File: src/verilog/apd_pkg.sv
package apd_pkg;

    // ************************************************************
    // Register map (byte addresses, one word each)
    // ************************************************************
    localparam logic [7:0] ADR_CTRL     = 8'h00;
    localparam logic [7:0] ADR_CMD      = 8'h04;
    localparam logic [7:0] ADR_ACCEL    = 8'h08;
    localparam logic [7:0] ADR_INMODE   = 8'h0C;
    localparam logic [7:0] ADR_INITSPD  = 8'h10;
    localparam logic [7:0] ADR_DRVSPD   = 8'h14;
    localparam logic [7:0] ADR_RATE     = 8'h18;
    localparam logic [7:0] ADR_PULSES   = 8'h1C;
    localparam logic [7:0] ADR_DECPT    = 8'h20;
    localparam logic [7:0] ADR_OFFSET   = 8'h24;
    localparam logic [7:0] ADR_STATUS   = 8'h28;
    localparam logic [7:0] ADR_OUTCNT   = 8'h2C;
    localparam logic [7:0] ADR_SPEED    = 8'h30;

    // ************************************************************
    // Commands
    // ************************************************************
    localparam logic [7:0] CMD_FIX_POS  = 8'h20;
    localparam logic [7:0] CMD_FIX_NEG  = 8'h21;
    localparam logic [7:0] CMD_CON_POS  = 8'h22;
    localparam logic [7:0] CMD_CON_NEG  = 8'h23;
    localparam logic [7:0] CMD_DEC_STOP = 8'h26;
    localparam logic [7:0] CMD_SUD_STOP = 8'h27;
    localparam logic [7:0] CMD_DECPT    = 8'h07;

    // ************************************************************
    // Field positions and reset values
    // ************************************************************
    localparam int BIT_MANUAL_DECEL = 0;
    localparam int BIT_NONSYM_DECEL = 1;
    localparam int BIT_SCURVE       = 2;
    localparam logic [31:0] OFFSET_RST  = 32'h0000_0008;
    localparam logic [31:0] INITSPD_RST = 32'h0000_0001;
    localparam logic [31:0] ZERO32      = 32'h0000_0000;
    // Speed accumulator overflow per output pulse
    localparam logic [31:0] PHASE_FULL  = 32'h0010_0000;

    typedef enum logic [1:0] {
        APD_IDLE  = 2'b00,
        APD_ACCEL = 2'b01,
        APD_CONST = 2'b11,
        APD_DECEL = 2'b10
    } apd_state_t;

    typedef struct packed {
        logic [3:0] enable;
        logic [3:0] active_high;
        logic [3:0] sudden;
    } apd_inmode_t;

endpackage : apd_pkg

File: src/verilog/apd_axis.sv
// What this block does
// - Equal-rate fixed drive decelerates when remaining pulses below accel pulses; stops at count.
// - New pulse count accepted while driving; larger count extends the move.
// - New count below pulses already output stops pulse output at once.
// - Manual decel select set makes the decel point register the deceleration point; command 07h is not decoded.
// - Drive speed accepted while running in linear or constant fixed driving.
// - Accel pulses compared with remaining, deceleration advanced by signed offset.
// - Acceleration counter offset resets to eight.
// - Continuous drive runs until stop command or enabled external stop input.
// - Drive speed rewritable anytime in continuous drive; rate follows.
// - Decelerating stop and sudden stop commands exist.
// - Four external stop inputs with enable, level and mode each.
// - Z-phase, home, near-home enable and level set in input mode register.
// - Accel continuous drive decelerates to stop on active enabled inputs 3..0 not set to sudden mode.
// - Constant-speed continuous drive stops suddenly on home input.
// - Drive speed not above initial speed means constant-speed drive; fixed drive changes to initial speed at the decel point.
// - Fixed or continuous drive starts in either direction on command.
//
// The implementer's own choices: the register offsets and the Wishbone register port.
`timescale 1ns/1ps
module apd_axis #(
    parameter int SPD_W = 32
) (
    // Clock and reset
    input  wire logic        i_clk,
    input  wire logic        i_rst,
    // Wishbone slave
    input  wire logic        i_wb_cyc,
    input  wire logic        i_wb_stb,
    input  wire logic        i_wb_we,
    input  wire logic [7:0]  i_wb_adr,
    input  wire logic [3:0]  i_wb_sel,
    input  wire logic [31:0] i_wb_dat,
    output logic [31:0]      o_wb_dat,
    output logic             o_wb_ack,
    // External stop pins
    input  wire logic [3:0]  i_ext_stop,
    // Pulse and busy outputs
    output logic             o_pulse_pos,
    output logic             o_pulse_neg,
    output logic             o_busy
);

    // ************************************************************
    // Registers
    // ************************************************************
    logic [31:0]           ctrl_q;
    logic [31:0]           accel_q;
    logic [31:0]           initspd_q;
    logic [31:0]           drvspd_q;
    logic [31:0]           rate_q;
    logic [31:0]           pulses_q;
    logic [31:0]           decpt_q;
    logic [31:0]           offset_q;
    apd_pkg::apd_inmode_t  inmode_q;
    logic [31:0]           inmode_wr;
    logic [31:0]           outcnt_q;
    logic [31:0]           acccnt_q;
    logic [31:0]           speed_q;
    logic [31:0]           phase_q;
    logic [31:0]           status;
    apd_pkg::apd_state_t   state_q;
    logic                  fixed_q;
    logic                  dir_q;
    logic                  ack_q;
    logic                  pulse_q;
    logic                  stopping_q;
    logic [3:0]            stop_m_q;
    logic [3:0]            stop_s_q;
    logic                  wr;
    logic [31:0]           wmask;
    logic [31:0]           remain;
    logic [31:0]           acc_off;
    logic [3:0]            stop_act;
    logic                  cmd_wr;
    logic                  stop_dec;
    logic                  stop_sud;
    logic                  pulse_tick;
    logic                  reach_dec;
    logic                  done;
    logic [7:0]            cmd;

    function automatic logic [31:0] wmerge(input logic [31:0] old, input logic [31:0] nw, input logic [31:0] m);
        wmerge = (old & ~m) | (nw & m);
    endfunction : wmerge

    // ************************************************************
    // Bus access
    // ************************************************************
    assign wr     = i_wb_cyc && i_wb_stb && i_wb_we && !ack_q;
    assign wmask  = {{8{i_wb_sel[3]}}, {8{i_wb_sel[2]}}, {8{i_wb_sel[1]}}, {8{i_wb_sel[0]}}};
    assign cmd_wr = wr && i_wb_adr == apd_pkg::ADR_CMD && i_wb_sel[0];
    assign cmd    = i_wb_dat[7:0];
    assign inmode_wr = wmerge(32'(inmode_q), i_wb_dat, wmask);

    always_ff @(posedge i_clk) begin
        if (i_rst) begin
            ack_q <= 1'b0;
        end else begin
            ack_q <= i_wb_cyc && i_wb_stb && !ack_q;
        end
    end
    assign o_wb_ack = ack_q;

    // ************************************************************
    // Register write
    // ************************************************************

    always_ff @(posedge i_clk) begin
        if (i_rst) begin
            ctrl_q    <= apd_pkg::ZERO32;
            accel_q   <= apd_pkg::ZERO32;
            inmode_q  <= '0;
            initspd_q <= apd_pkg::INITSPD_RST;
            drvspd_q  <= apd_pkg::ZERO32;
            rate_q    <= apd_pkg::ZERO32;
            pulses_q  <= apd_pkg::ZERO32;
            decpt_q   <= apd_pkg::ZERO32;
            offset_q  <= apd_pkg::OFFSET_RST;
        end else if (wr) begin
            case (i_wb_adr)
                apd_pkg::ADR_CTRL:    ctrl_q    <= wmerge(ctrl_q, i_wb_dat, wmask);
                apd_pkg::ADR_ACCEL:   accel_q   <= wmerge(accel_q, i_wb_dat, wmask);
                apd_pkg::ADR_INMODE:  inmode_q  <= apd_pkg::apd_inmode_t'(inmode_wr[11:0]);
                apd_pkg::ADR_INITSPD: initspd_q <= wmerge(initspd_q, i_wb_dat, wmask);
                apd_pkg::ADR_DRVSPD:  drvspd_q  <= wmerge(drvspd_q, i_wb_dat, wmask);
                apd_pkg::ADR_RATE:    rate_q    <= wmerge(rate_q, i_wb_dat, wmask);
                apd_pkg::ADR_PULSES:  pulses_q  <= wmerge(pulses_q, i_wb_dat, wmask);
                apd_pkg::ADR_DECPT:   decpt_q   <= wmerge(decpt_q, i_wb_dat, wmask);
                apd_pkg::ADR_OFFSET:  offset_q  <= wmerge(offset_q, i_wb_dat, wmask);
                default: ;
            endcase
        end
    end

    always_ff @(posedge i_clk) begin
        if (i_rst) begin
            o_wb_dat <= apd_pkg::ZERO32;
        end else begin
            case (i_wb_adr)
                apd_pkg::ADR_CTRL:    o_wb_dat <= ctrl_q;
                apd_pkg::ADR_ACCEL:   o_wb_dat <= accel_q;
                apd_pkg::ADR_INMODE:  o_wb_dat <= 32'(inmode_q);
                apd_pkg::ADR_INITSPD: o_wb_dat <= initspd_q;
                apd_pkg::ADR_DRVSPD:  o_wb_dat <= drvspd_q;
                apd_pkg::ADR_RATE:    o_wb_dat <= rate_q;
                apd_pkg::ADR_PULSES:  o_wb_dat <= pulses_q;
                apd_pkg::ADR_DECPT:   o_wb_dat <= decpt_q;
                apd_pkg::ADR_OFFSET:  o_wb_dat <= offset_q;
                apd_pkg::ADR_STATUS:  o_wb_dat <= status;
                apd_pkg::ADR_OUTCNT:  o_wb_dat <= outcnt_q;
                apd_pkg::ADR_SPEED:   o_wb_dat <= speed_q;
                default:              o_wb_dat <= apd_pkg::ZERO32;
            endcase
        end
    end

    // ************************************************************
    // Status word
    // ************************************************************
    assign status = {26'h0,
                     |stop_s_q[1:0],
                     fixed_q,
                     dir_q,
                     state_q,
                     o_busy};

    // ************************************************************
    // External stop synchronisers
    // ************************************************************
    always_ff @(posedge i_clk) begin
        if (i_rst) begin
            stop_m_q <= 4'h0;
            stop_s_q <= 4'h0;
        end else begin
            stop_m_q <= i_ext_stop;
            stop_s_q <= stop_m_q;
        end
    end

    // ************************************************************
    // Per-pin stop qualification
    // ************************************************************
    for (genvar k = 0; k < 4; k++) begin : g_stop_act
        assign stop_act[k] = inmode_q.enable[k] && (stop_s_q[k] == inmode_q.active_high[k]);
    end

    // ************************************************************
    // Stop and deceleration decisions
    // ************************************************************
    assign remain   = pulses_q - outcnt_q;
    assign acc_off  = acccnt_q + offset_q;
    // Sudden: command, sudden-mode pins, home pin in constant-speed continuous drive
    assign stop_sud = (cmd_wr && cmd == apd_pkg::CMD_SUD_STOP)
                    || |(stop_act & inmode_q.sudden)
                    || (stop_act[1] && !fixed_q && state_q == apd_pkg::APD_CONST
                        && drvspd_q <= initspd_q);
    assign stop_dec = (cmd_wr && cmd == apd_pkg::CMD_DEC_STOP)
                    || |(stop_act & ~inmode_q.sudden);
    // Automatic or manual decel point
    assign reach_dec = fixed_q && (accel_q[apd_pkg::BIT_MANUAL_DECEL]
                     ? (remain <= decpt_q)
                     : ($signed(remain) <= $signed(acc_off)));
    assign done     = fixed_q && (outcnt_q >= pulses_q);

    // ************************************************************
    // Decelerating stop latch
    // ************************************************************
    always_ff @(posedge i_clk) begin
        if (i_rst || state_q == apd_pkg::APD_IDLE) begin
            stopping_q <= 1'b0;
        end else if (stop_dec) begin
            stopping_q <= 1'b1;
        end
    end

    // ************************************************************
    // Pulse rate generator
    // ************************************************************
    always_ff @(posedge i_clk) begin
        if (i_rst || state_q == apd_pkg::APD_IDLE) begin
            phase_q <= apd_pkg::ZERO32;
            pulse_q <= 1'b0;
        end else if (phase_q + speed_q >= apd_pkg::PHASE_FULL) begin
            phase_q <= phase_q + speed_q - apd_pkg::PHASE_FULL;
            pulse_q <= 1'b1;
        end else begin
            phase_q <= phase_q + speed_q;
            pulse_q <= 1'b0;
        end
    end
    assign pulse_tick = pulse_q && state_q != apd_pkg::APD_IDLE && !done;

    // ************************************************************
    // Pulse and busy outputs
    // ************************************************************
    assign o_busy      = state_q != apd_pkg::APD_IDLE;
    assign o_pulse_pos = pulse_tick && !dir_q;
    assign o_pulse_neg = pulse_tick && dir_q;

    // ************************************************************
    // Drive sequencer
    // ************************************************************
    always_ff @(posedge i_clk) begin
        if (i_rst) begin
            state_q    <= apd_pkg::APD_IDLE;
            fixed_q    <= 1'b0;
            dir_q      <= 1'b0;
            outcnt_q   <= apd_pkg::ZERO32;
            acccnt_q   <= apd_pkg::ZERO32;
            speed_q    <= apd_pkg::ZERO32;
        end else begin
            case (state_q)
                apd_pkg::APD_IDLE: begin
                    if (cmd_wr && cmd[7:2] == apd_pkg::CMD_FIX_POS[7:2]) begin
                        fixed_q    <= !cmd[1];
                        dir_q      <= cmd[0];
                        outcnt_q   <= apd_pkg::ZERO32;
                        acccnt_q   <= apd_pkg::ZERO32;
                        speed_q    <= (drvspd_q <= initspd_q) ? drvspd_q : initspd_q;
                        state_q    <= (drvspd_q <= initspd_q) ? apd_pkg::APD_CONST : apd_pkg::APD_ACCEL;
                    end
                end
                default: begin
                    if (pulse_tick) begin
                        outcnt_q <= outcnt_q + 32'h1;
                        if (state_q == apd_pkg::APD_ACCEL) begin
                            acccnt_q <= acccnt_q + 32'h1;
                        end
                    end
                    if (stop_sud || done) begin
                        state_q <= apd_pkg::APD_IDLE;
                    end else if (state_q == apd_pkg::APD_DECEL) begin
                        // Ramp down, halt at initial speed unless fixed count pending
                        if (speed_q <= initspd_q + rate_q) begin
                            speed_q <= initspd_q;
                            if (!fixed_q || stop_dec || stopping_q) begin
                                state_q <= apd_pkg::APD_IDLE;
                            end
                        end else begin
                            speed_q <= speed_q - rate_q;
                        end
                        if (fixed_q && !reach_dec && !stop_dec && !stopping_q && drvspd_q > initspd_q) begin
                            state_q <= apd_pkg::APD_ACCEL;
                        end
                    end else if (stop_dec || reach_dec) begin
                        state_q <= (drvspd_q <= initspd_q && !fixed_q) ? apd_pkg::APD_IDLE : apd_pkg::APD_DECEL;
                    end else if (state_q == apd_pkg::APD_ACCEL) begin
                        if (speed_q + rate_q >= drvspd_q) begin
                            speed_q <= drvspd_q;
                            state_q <= apd_pkg::APD_CONST;
                        end else begin
                            speed_q <= speed_q + rate_q;
                        end
                    end else begin
                        speed_q <= drvspd_q;
                    end
                end
            endcase
        end
    end

endmodule : apd_axis

File: config.mk
export PLATFORM = sky130hd
export DESIGN_NAME = apd_axis
export DESIGN_NICKNAME = d
export VERILOG_FILES = /design/src/verilog/apd_pkg.sv /design/src/verilog/apd_axis.sv
export SDC_FILE = /design/constraint.sdc
export NUM_CORES = 2
export LEC_CHECK = 0
export BUFFER_PORTS_ARGS = -buffer_cell sky130_fd_sc_hd__buf_2
export CAP_MARGIN = 20
export CORE_ASPECT_RATIO = 0.75
export CORE_MARGIN = 2
export CORE_UTILIZATION = 35
export CTS_BUF_LIST = sky130_fd_sc_hd__clkbuf_16
export DETAILED_ROUTE_END_ITERATION = 6
export PLACE_DENSITY_LB_ADDON = 0.3
export SYNTH_ARGS = -nofsm -noshare
export SYNTH_HDL_FRONTEND = slang
export SYNTH_SLANG_ARGS = --single-unit
File: constraint.sdc
create_clock -name i_clk -period 15.15 [get_ports i_clk]
set_input_delay 3.03 -clock i_clk [delete_from_list [all_inputs] [get_ports i_clk]]
set_output_delay 3.03 -clock i_clk [all_outputs]
set_load 0.02 [all_outputs]
## After elaboration in Yosys (flattened, before gate mapping)

Index checks and enable logic that the tools add are counted.

- $add $sub $neg: 9
- Multipliers: 0
- Divide/modulo/power cells: 0
- Order comparisons: 8
- Equality and inequality tests: 27
- Shift-type cells: 0
- Muxes and demuxes: 31
- Bitwise gates (word level): 23
- Reductions and logical operators: 67

Operators by type and width:

| kind | number |
|---|---|
| 32-bit two-way mux | 16 |
| 32-bit one-hot mux with 12 select lines | 1 |
| 32-bit bitwise AND | 9 |
| 32-bit OR | 8 |
| 32-bit adder | 4 |
| 32-bit less-or-equal comparator | 4 |
| 32-bit by 1-bit adder with 32-bit output, second input constant | 2 |
| 32-bit >= comparator | 2 |
| 32-bit subtractor | 2 |
| 8-bit by 6-bit == test with 1-bit output, second input constant | 7 |
| 8-bit by 5-bit == test with 1-bit output, second input constant | 4 |
| 32-bit by 21-bit >= comparator with 1-bit output, second input constant | 1 |
| 32-bit > comparator | 1 |
| 32-bit NOT | 1 |
| 32-bit by 21-bit subtractor with 32-bit output, second input constant | 1 |
| 1-bit logical AND | 27 |
| 2-bit two-way mux | 12 |
| 2-bit AND reduction | 11 |
| 8-bit by 4-bit == test with 1-bit output, second input constant | 2 |
| 12-bit bitwise AND | 1 |
| 12-bit OR | 1 |
| 5-bit by 3-bit inequality test with 1-bit output, second input constant | 2 |
| 5-bit nonzero test | 2 |
| 4-bit bitwise AND | 2 |
| 19 further kinds | 42 |

- Register bits: 443
- Latch bits: 0
- Bits in writable memories: 0
- Bits in read-only memories: 0
- Input port bits: 53
- Memories: 0

## Logic depth before layout (Yosys ltp)

- Word-level depth: 15
- Depth in mapped cells: 29
- Gate-level depth less buffers: 28

## Worst setup path after synthesis

No wires, ideal clock.

- Path kind: reg-to-output
- From: register with a tool-made name
- To: output port o_pulse_pos
- Arrival: 2757 ps
- Data required time: 12120 ps
- Path slack: 9363 ps
- Stages on the path, launching flop included: 12
- Buffers on the path: 0
- Cells stage by stage: dfxtp_1 -> inv_1 -> ha_1 -> fa_1 -> nor2b_1 -> o21ai_1 -> a21boi_1 -> o21ai_1 -> a21oi_2 -> a31oi_1 -> o21ba_2 -> nor4_1

RTL lines:

| what | line | RTL |
|---|---|---|
| end, declared | apd_axis.sv:39 | `output logic o_pulse_pos,` |

## Worst setup path in the final report

- From: register outcnt_q[1]
- To: register speed_q[10]

- Cells in the longest elaborated chain, start to end: 7

Ends and longest elaborated chain:

| what | line | RTL |
|---|---|---|
| start, declared | apd_axis.sv:57 | `logic [31:0] outcnt_q;` |
| start signal, assigned | apd_axis.sv:249 | `outcnt_q <= apd_pkg::ZERO32;` |
| start signal, assigned | apd_axis.sv:258 | `outcnt_q <= apd_pkg::ZERO32;` |
| start signal, assigned | apd_axis.sv:266 | `outcnt_q <= outcnt_q + 32'h1;` |
| 32-bit subtractor | apd_axis.sv:191 | `assign remain = pulses_q - outcnt_q;` |
| 32-bit less-or-equal comparator, on equally long branches | apd_axis.sv:203, apd_axis.sv:202 |  |
| 1-bit two-way mux | apd_axis.sv:202 | `? (remain <= decpt_q)` |
| 1-bit logical AND | apd_axis.sv:201 | `assign reach_dec = fixed_q && (accel_q[apd_pkg::BIT_MANUAL_DECEL]` |
| 1-bit logical OR | apd_axis.sv:286 | `end else if (stop_dec \|\| reach_dec) begin` |
| 3-bit inequality test (no source line) | n/a |  |
| 3-bit AND reduction (no source line) (*) | n/a |  |
| end signal, assigned | apd_axis.sv:290 | `speed_q <= drvspd_q;` |
| end signal, assigned | apd_axis.sv:293 | `speed_q <= speed_q + rate_q;` |
| end signal, assigned | apd_axis.sv:296 | `speed_q <= drvspd_q;` |
| end, declared | apd_axis.sv:59 | `logic [31:0] speed_q;` |

Every way passes the cells marked *; elsewhere a longest branch is shown, timed or not.
A chain may end at the register's enable or synchronous reset.

==> impl_metrics.env <==
export IMPL_yosysWarningCount=0
export IMPL_drc=0
export IMPL_ys_top_cells_by_area="dfxtp_1 (28%), ha_1 (14%), nand2_1 (8.6%), a21oi_1 (8.0%), xnor2_1 (4.4%)"
export IMPL_syn_inst=4236
export IMPL_cts_hold_buffers=0
export IMPL_grt_pass1_wl_um=177000
export IMPL_crit_top_cell="o21ai_0"
export IMPL_drive_above_1_share_pct=6.48
export IMPL_synth_cell_area_mm2=0.0321
export IMPL_async_reset_ff_share_pct=0
export IMPL_post_synth_top_area_cell="dfxtp_1"
export IMPL_finalCritPeriodShare_pct=51.1
export IMPL_cap_violations=0
export IMPL_vias=31539
export IMPL_synth_mux_area_share_pct=0.757
export IMPL_cts_tree="built"
export IMPL_cts_htree_levels=2
export IMPL_synth_cell_types=105
export IMPL_fin_worst_skew_ns=0.0268
export IMPL_critPathMaxStageDelay_ns=0.54
export IMPL_cp_arrival_ns=8.21
export IMPL_synth_area_per_cell_um2=7.57
export IMPL_mostFrequentLayoutCells="nand2_1 (737), a21oi_1 (514), dfxtp_1 (443)"
export IMPL_total_power_uw=3720
export IMPL_clock_root_buffer="clkbuf_16"
export IMPL_cp_start_kind="register"
export IMPL_coreArea_mm2=0.0912
export IMPL_die_x_um=354
export IMPL_initial_utilization_pct=35.2
export IMPL_crit_path_end_kind="register"
export IMPL_final_cells=5502
export IMPL_pre_cts_ws_ns=7.52
export IMPL_dr_pass1_iters=6
export IMPL_synthXorXnorAreaFrac_pct=5.87
export IMPL_core_rowCount=96
export IMPL_cts_buffers=47
export IMPL_cts_resized=0
export IMPL_rsz0062_at_grt="no"
export IMPL_cellLeakagePower_uw=0.0135
export IMPL_synth_edf_count=0
export IMPL_mostFrequentLayoutCell="nand2_1"
export IMPL_grt_max_degree=93
export IMPL_crit_type="reg2reg"
export IMPL_max_freq_mhz=129
export IMPL_clkLatencyLatePin_ns=0.64
export IMPL_max_slew_margin_pct=22.6
export IMPL_routed_via_density=5.73
export IMPL_synth_ff_type="dfxtp_1"
export IMPL_n_fill_cell=9508
export IMPL_combPwrFrac_pct=33.7
export IMPL_drv_slew=0
export IMPL_synth_top_area_share_pct=27.7
export IMPL_dieArea_mm2=0.0941
export IMPL_first_global_vias=27965
export IMPL_status="complete, no violations"
export IMPL_grt_overflow=0
export IMPL_crit_required_ns=15.63
export IMPL_setup_viol_count_final=0
export IMPL_clk_pin_slew_ns=0.07
export IMPL_worst_path_buf_inv=3
export IMPL_synth_fa_ha_area_share_pct=14.1
export IMPL_synth_compound_area_share_pct=25.8
export IMPL_drt_iter0_markers=3744
export IMPL_grt_usage_pct=24.2
export IMPL_tns_ns=0
export IMPL_p_int_uw=2320
export IMPL_ys_seq_elements=443
export IMPL_ios=89
export IMPL_power_frac_clock_pct=33.0
export IMPL_synth_nets=4646
export IMPL_synth_top_family_by_area="compound AO/OA/AOI/OAI gates"
export IMPL_synth_simple_area_share_pct=20.6
export IMPL_antenna_left=0
export IMPL_peakVddDrop_mv=0.0785
export IMPL_die_h_um=266
export IMPL_yosysSeqAreaShare_pct=27.7
export IMPL_place_congestion=0.944
export IMPL_p_switching_uw=1400
export IMPL_wire_per_inst_um=21.5
export IMPL_numPlacedInstances=5411
export IMPL_worst_pin_slew_ns=1.16
export IMPL_cpLargestDelayFamily="compound AO/OA/AOI/OAI gates"
export IMPL_cts_max_path_buffers=3
export IMPL_drt_wl_total_um=118000
export IMPL_antenna_found_initial=8
export IMPL_power_density_mw_per_mm2=105
export IMPL_post_cts_buffers=0
export IMPL_dp_final_hpwl_um=90700
export IMPL_synthToLayoutAreaGrowth_pct=9.96
export IMPL_netSwitchingFraction_pct=37.6
export IMPL_portBuffers=88
export IMPL_worst_slack_ns=7.41
export IMPL_seqPwrFrac_pct=33.3
export IMPL_hp_class="reg2reg"
export IMPL_crit_path_top_delay_cell="nor3_1"
export IMPL_hold_violations=0
export IMPL_nets=4646
export IMPL_crit_path_max_fanout=58
export IMPL_min_period_ns=7.74
export IMPL_numClockSinks=443
==> through the flow <==
step           hold WS (ns)  util (%)  area (um2)
6_report              0.434      38.7       35300
5_1_grt               0.450      38.7       35300
3_5_place_dp          0.423      37.0       33700
3_3_place_gp          0.427      37.0       33700
4_1_cts               0.433      38.7       35300
2_1_floorplan         0.414         -       32100
==> synth_stat cells, types with 65 or more instances <==
library cell    n
o21ai_0       155
nor3_1         65
nand2_1       738
a22oi_1        70
a21o_1        107
a221oi_1       66
xnor2_1       160
inv_1         260
clkbuf_1      140
ha_1          351
nor2_1        293
dfxtp_1       443
a21oi_1       514
nand3_1       103
==> final timing paths <==
check | from | end | slack (ns) | depth (start not counted)
hold reg to reg | o_wb_ack | o_wb_ack | 0.43 | 1
hold / removal | o_wb_ack | o_wb_ack | 0.43 | 1
setup reg to reg | outcnt_q[1] | speed_q[10] | 7.41 | 26
setup / recovery | outcnt_q[1] | speed_q[10] | 7.41 | 26
==> routing by layer <==
layer,global-route usage [%],part of all wire [%],wire length [um],vias to the layer above
met1,37.3,48,57300,14809
met3,5.03,10,12000,182
met4,5.30,2.1,2480,6
met2,33.9,39,46700,1439
met5,0,0.029,34,-
li1,-,-,-,15103
==> kinds of logic (layout without fill, tap and decap cells) <==
group | after synthesis | count (layout)
AND/OR/NAND/NOR | 1481 | 1481
AO/OA/AOI/OAI | 1281 | 1281
flip-flops | 443 | 443
buffers and inverters | 436 | 473
adder cells (fa/ha/maj) | 357 | 357
XOR/XNOR | 214 | 214
multiplexers | 24 | 24
other | 0 | 4
==> power by group through the flow <==
stage	sequential (uW)	combinational, uW	clock (uW)
after detailed placement	1260	1210	0
final	1240	1250	1230
after global placement	1260	1200	0
after floorplan	1240	902	0
after CTS	1240	1220	1240
after global routing	1240	1350	1290
==> worst register-to-register path, delay by kind of cell, from the launching register on <==
kind / cells / cell delay [ns]
compound gates: 14 / 4.03
simple gates: 6 / 1.35
buf+inv: 3 / 0.96
fa+ha+maj: 2 / 0.63
flops: 1 / 0.43
xor+xnor: 1 / 0.17
==> layout make-up <==
| type | instances | area [um2] | area share (%) |
|---|---|---|---|
| inverters | 262 | 983 | 2.79 |
| multi-input cells | 3357 | 21600 | 61.2 |
| repair buffers | 125 | 728 | 2.06 |
| clock inverters | 39 | 374 | 1.06 |
| clock buffers | 47 | 1180 | 3.33 |
| flip-flops and latches | 443 | 8870 | 25.1 |
| diodes | 4 | 10.0 | 0.0284 |
| well taps | 1225 | 1530 | 4.35 |
No activity file was read; power rests on OpenSTA's default activity.
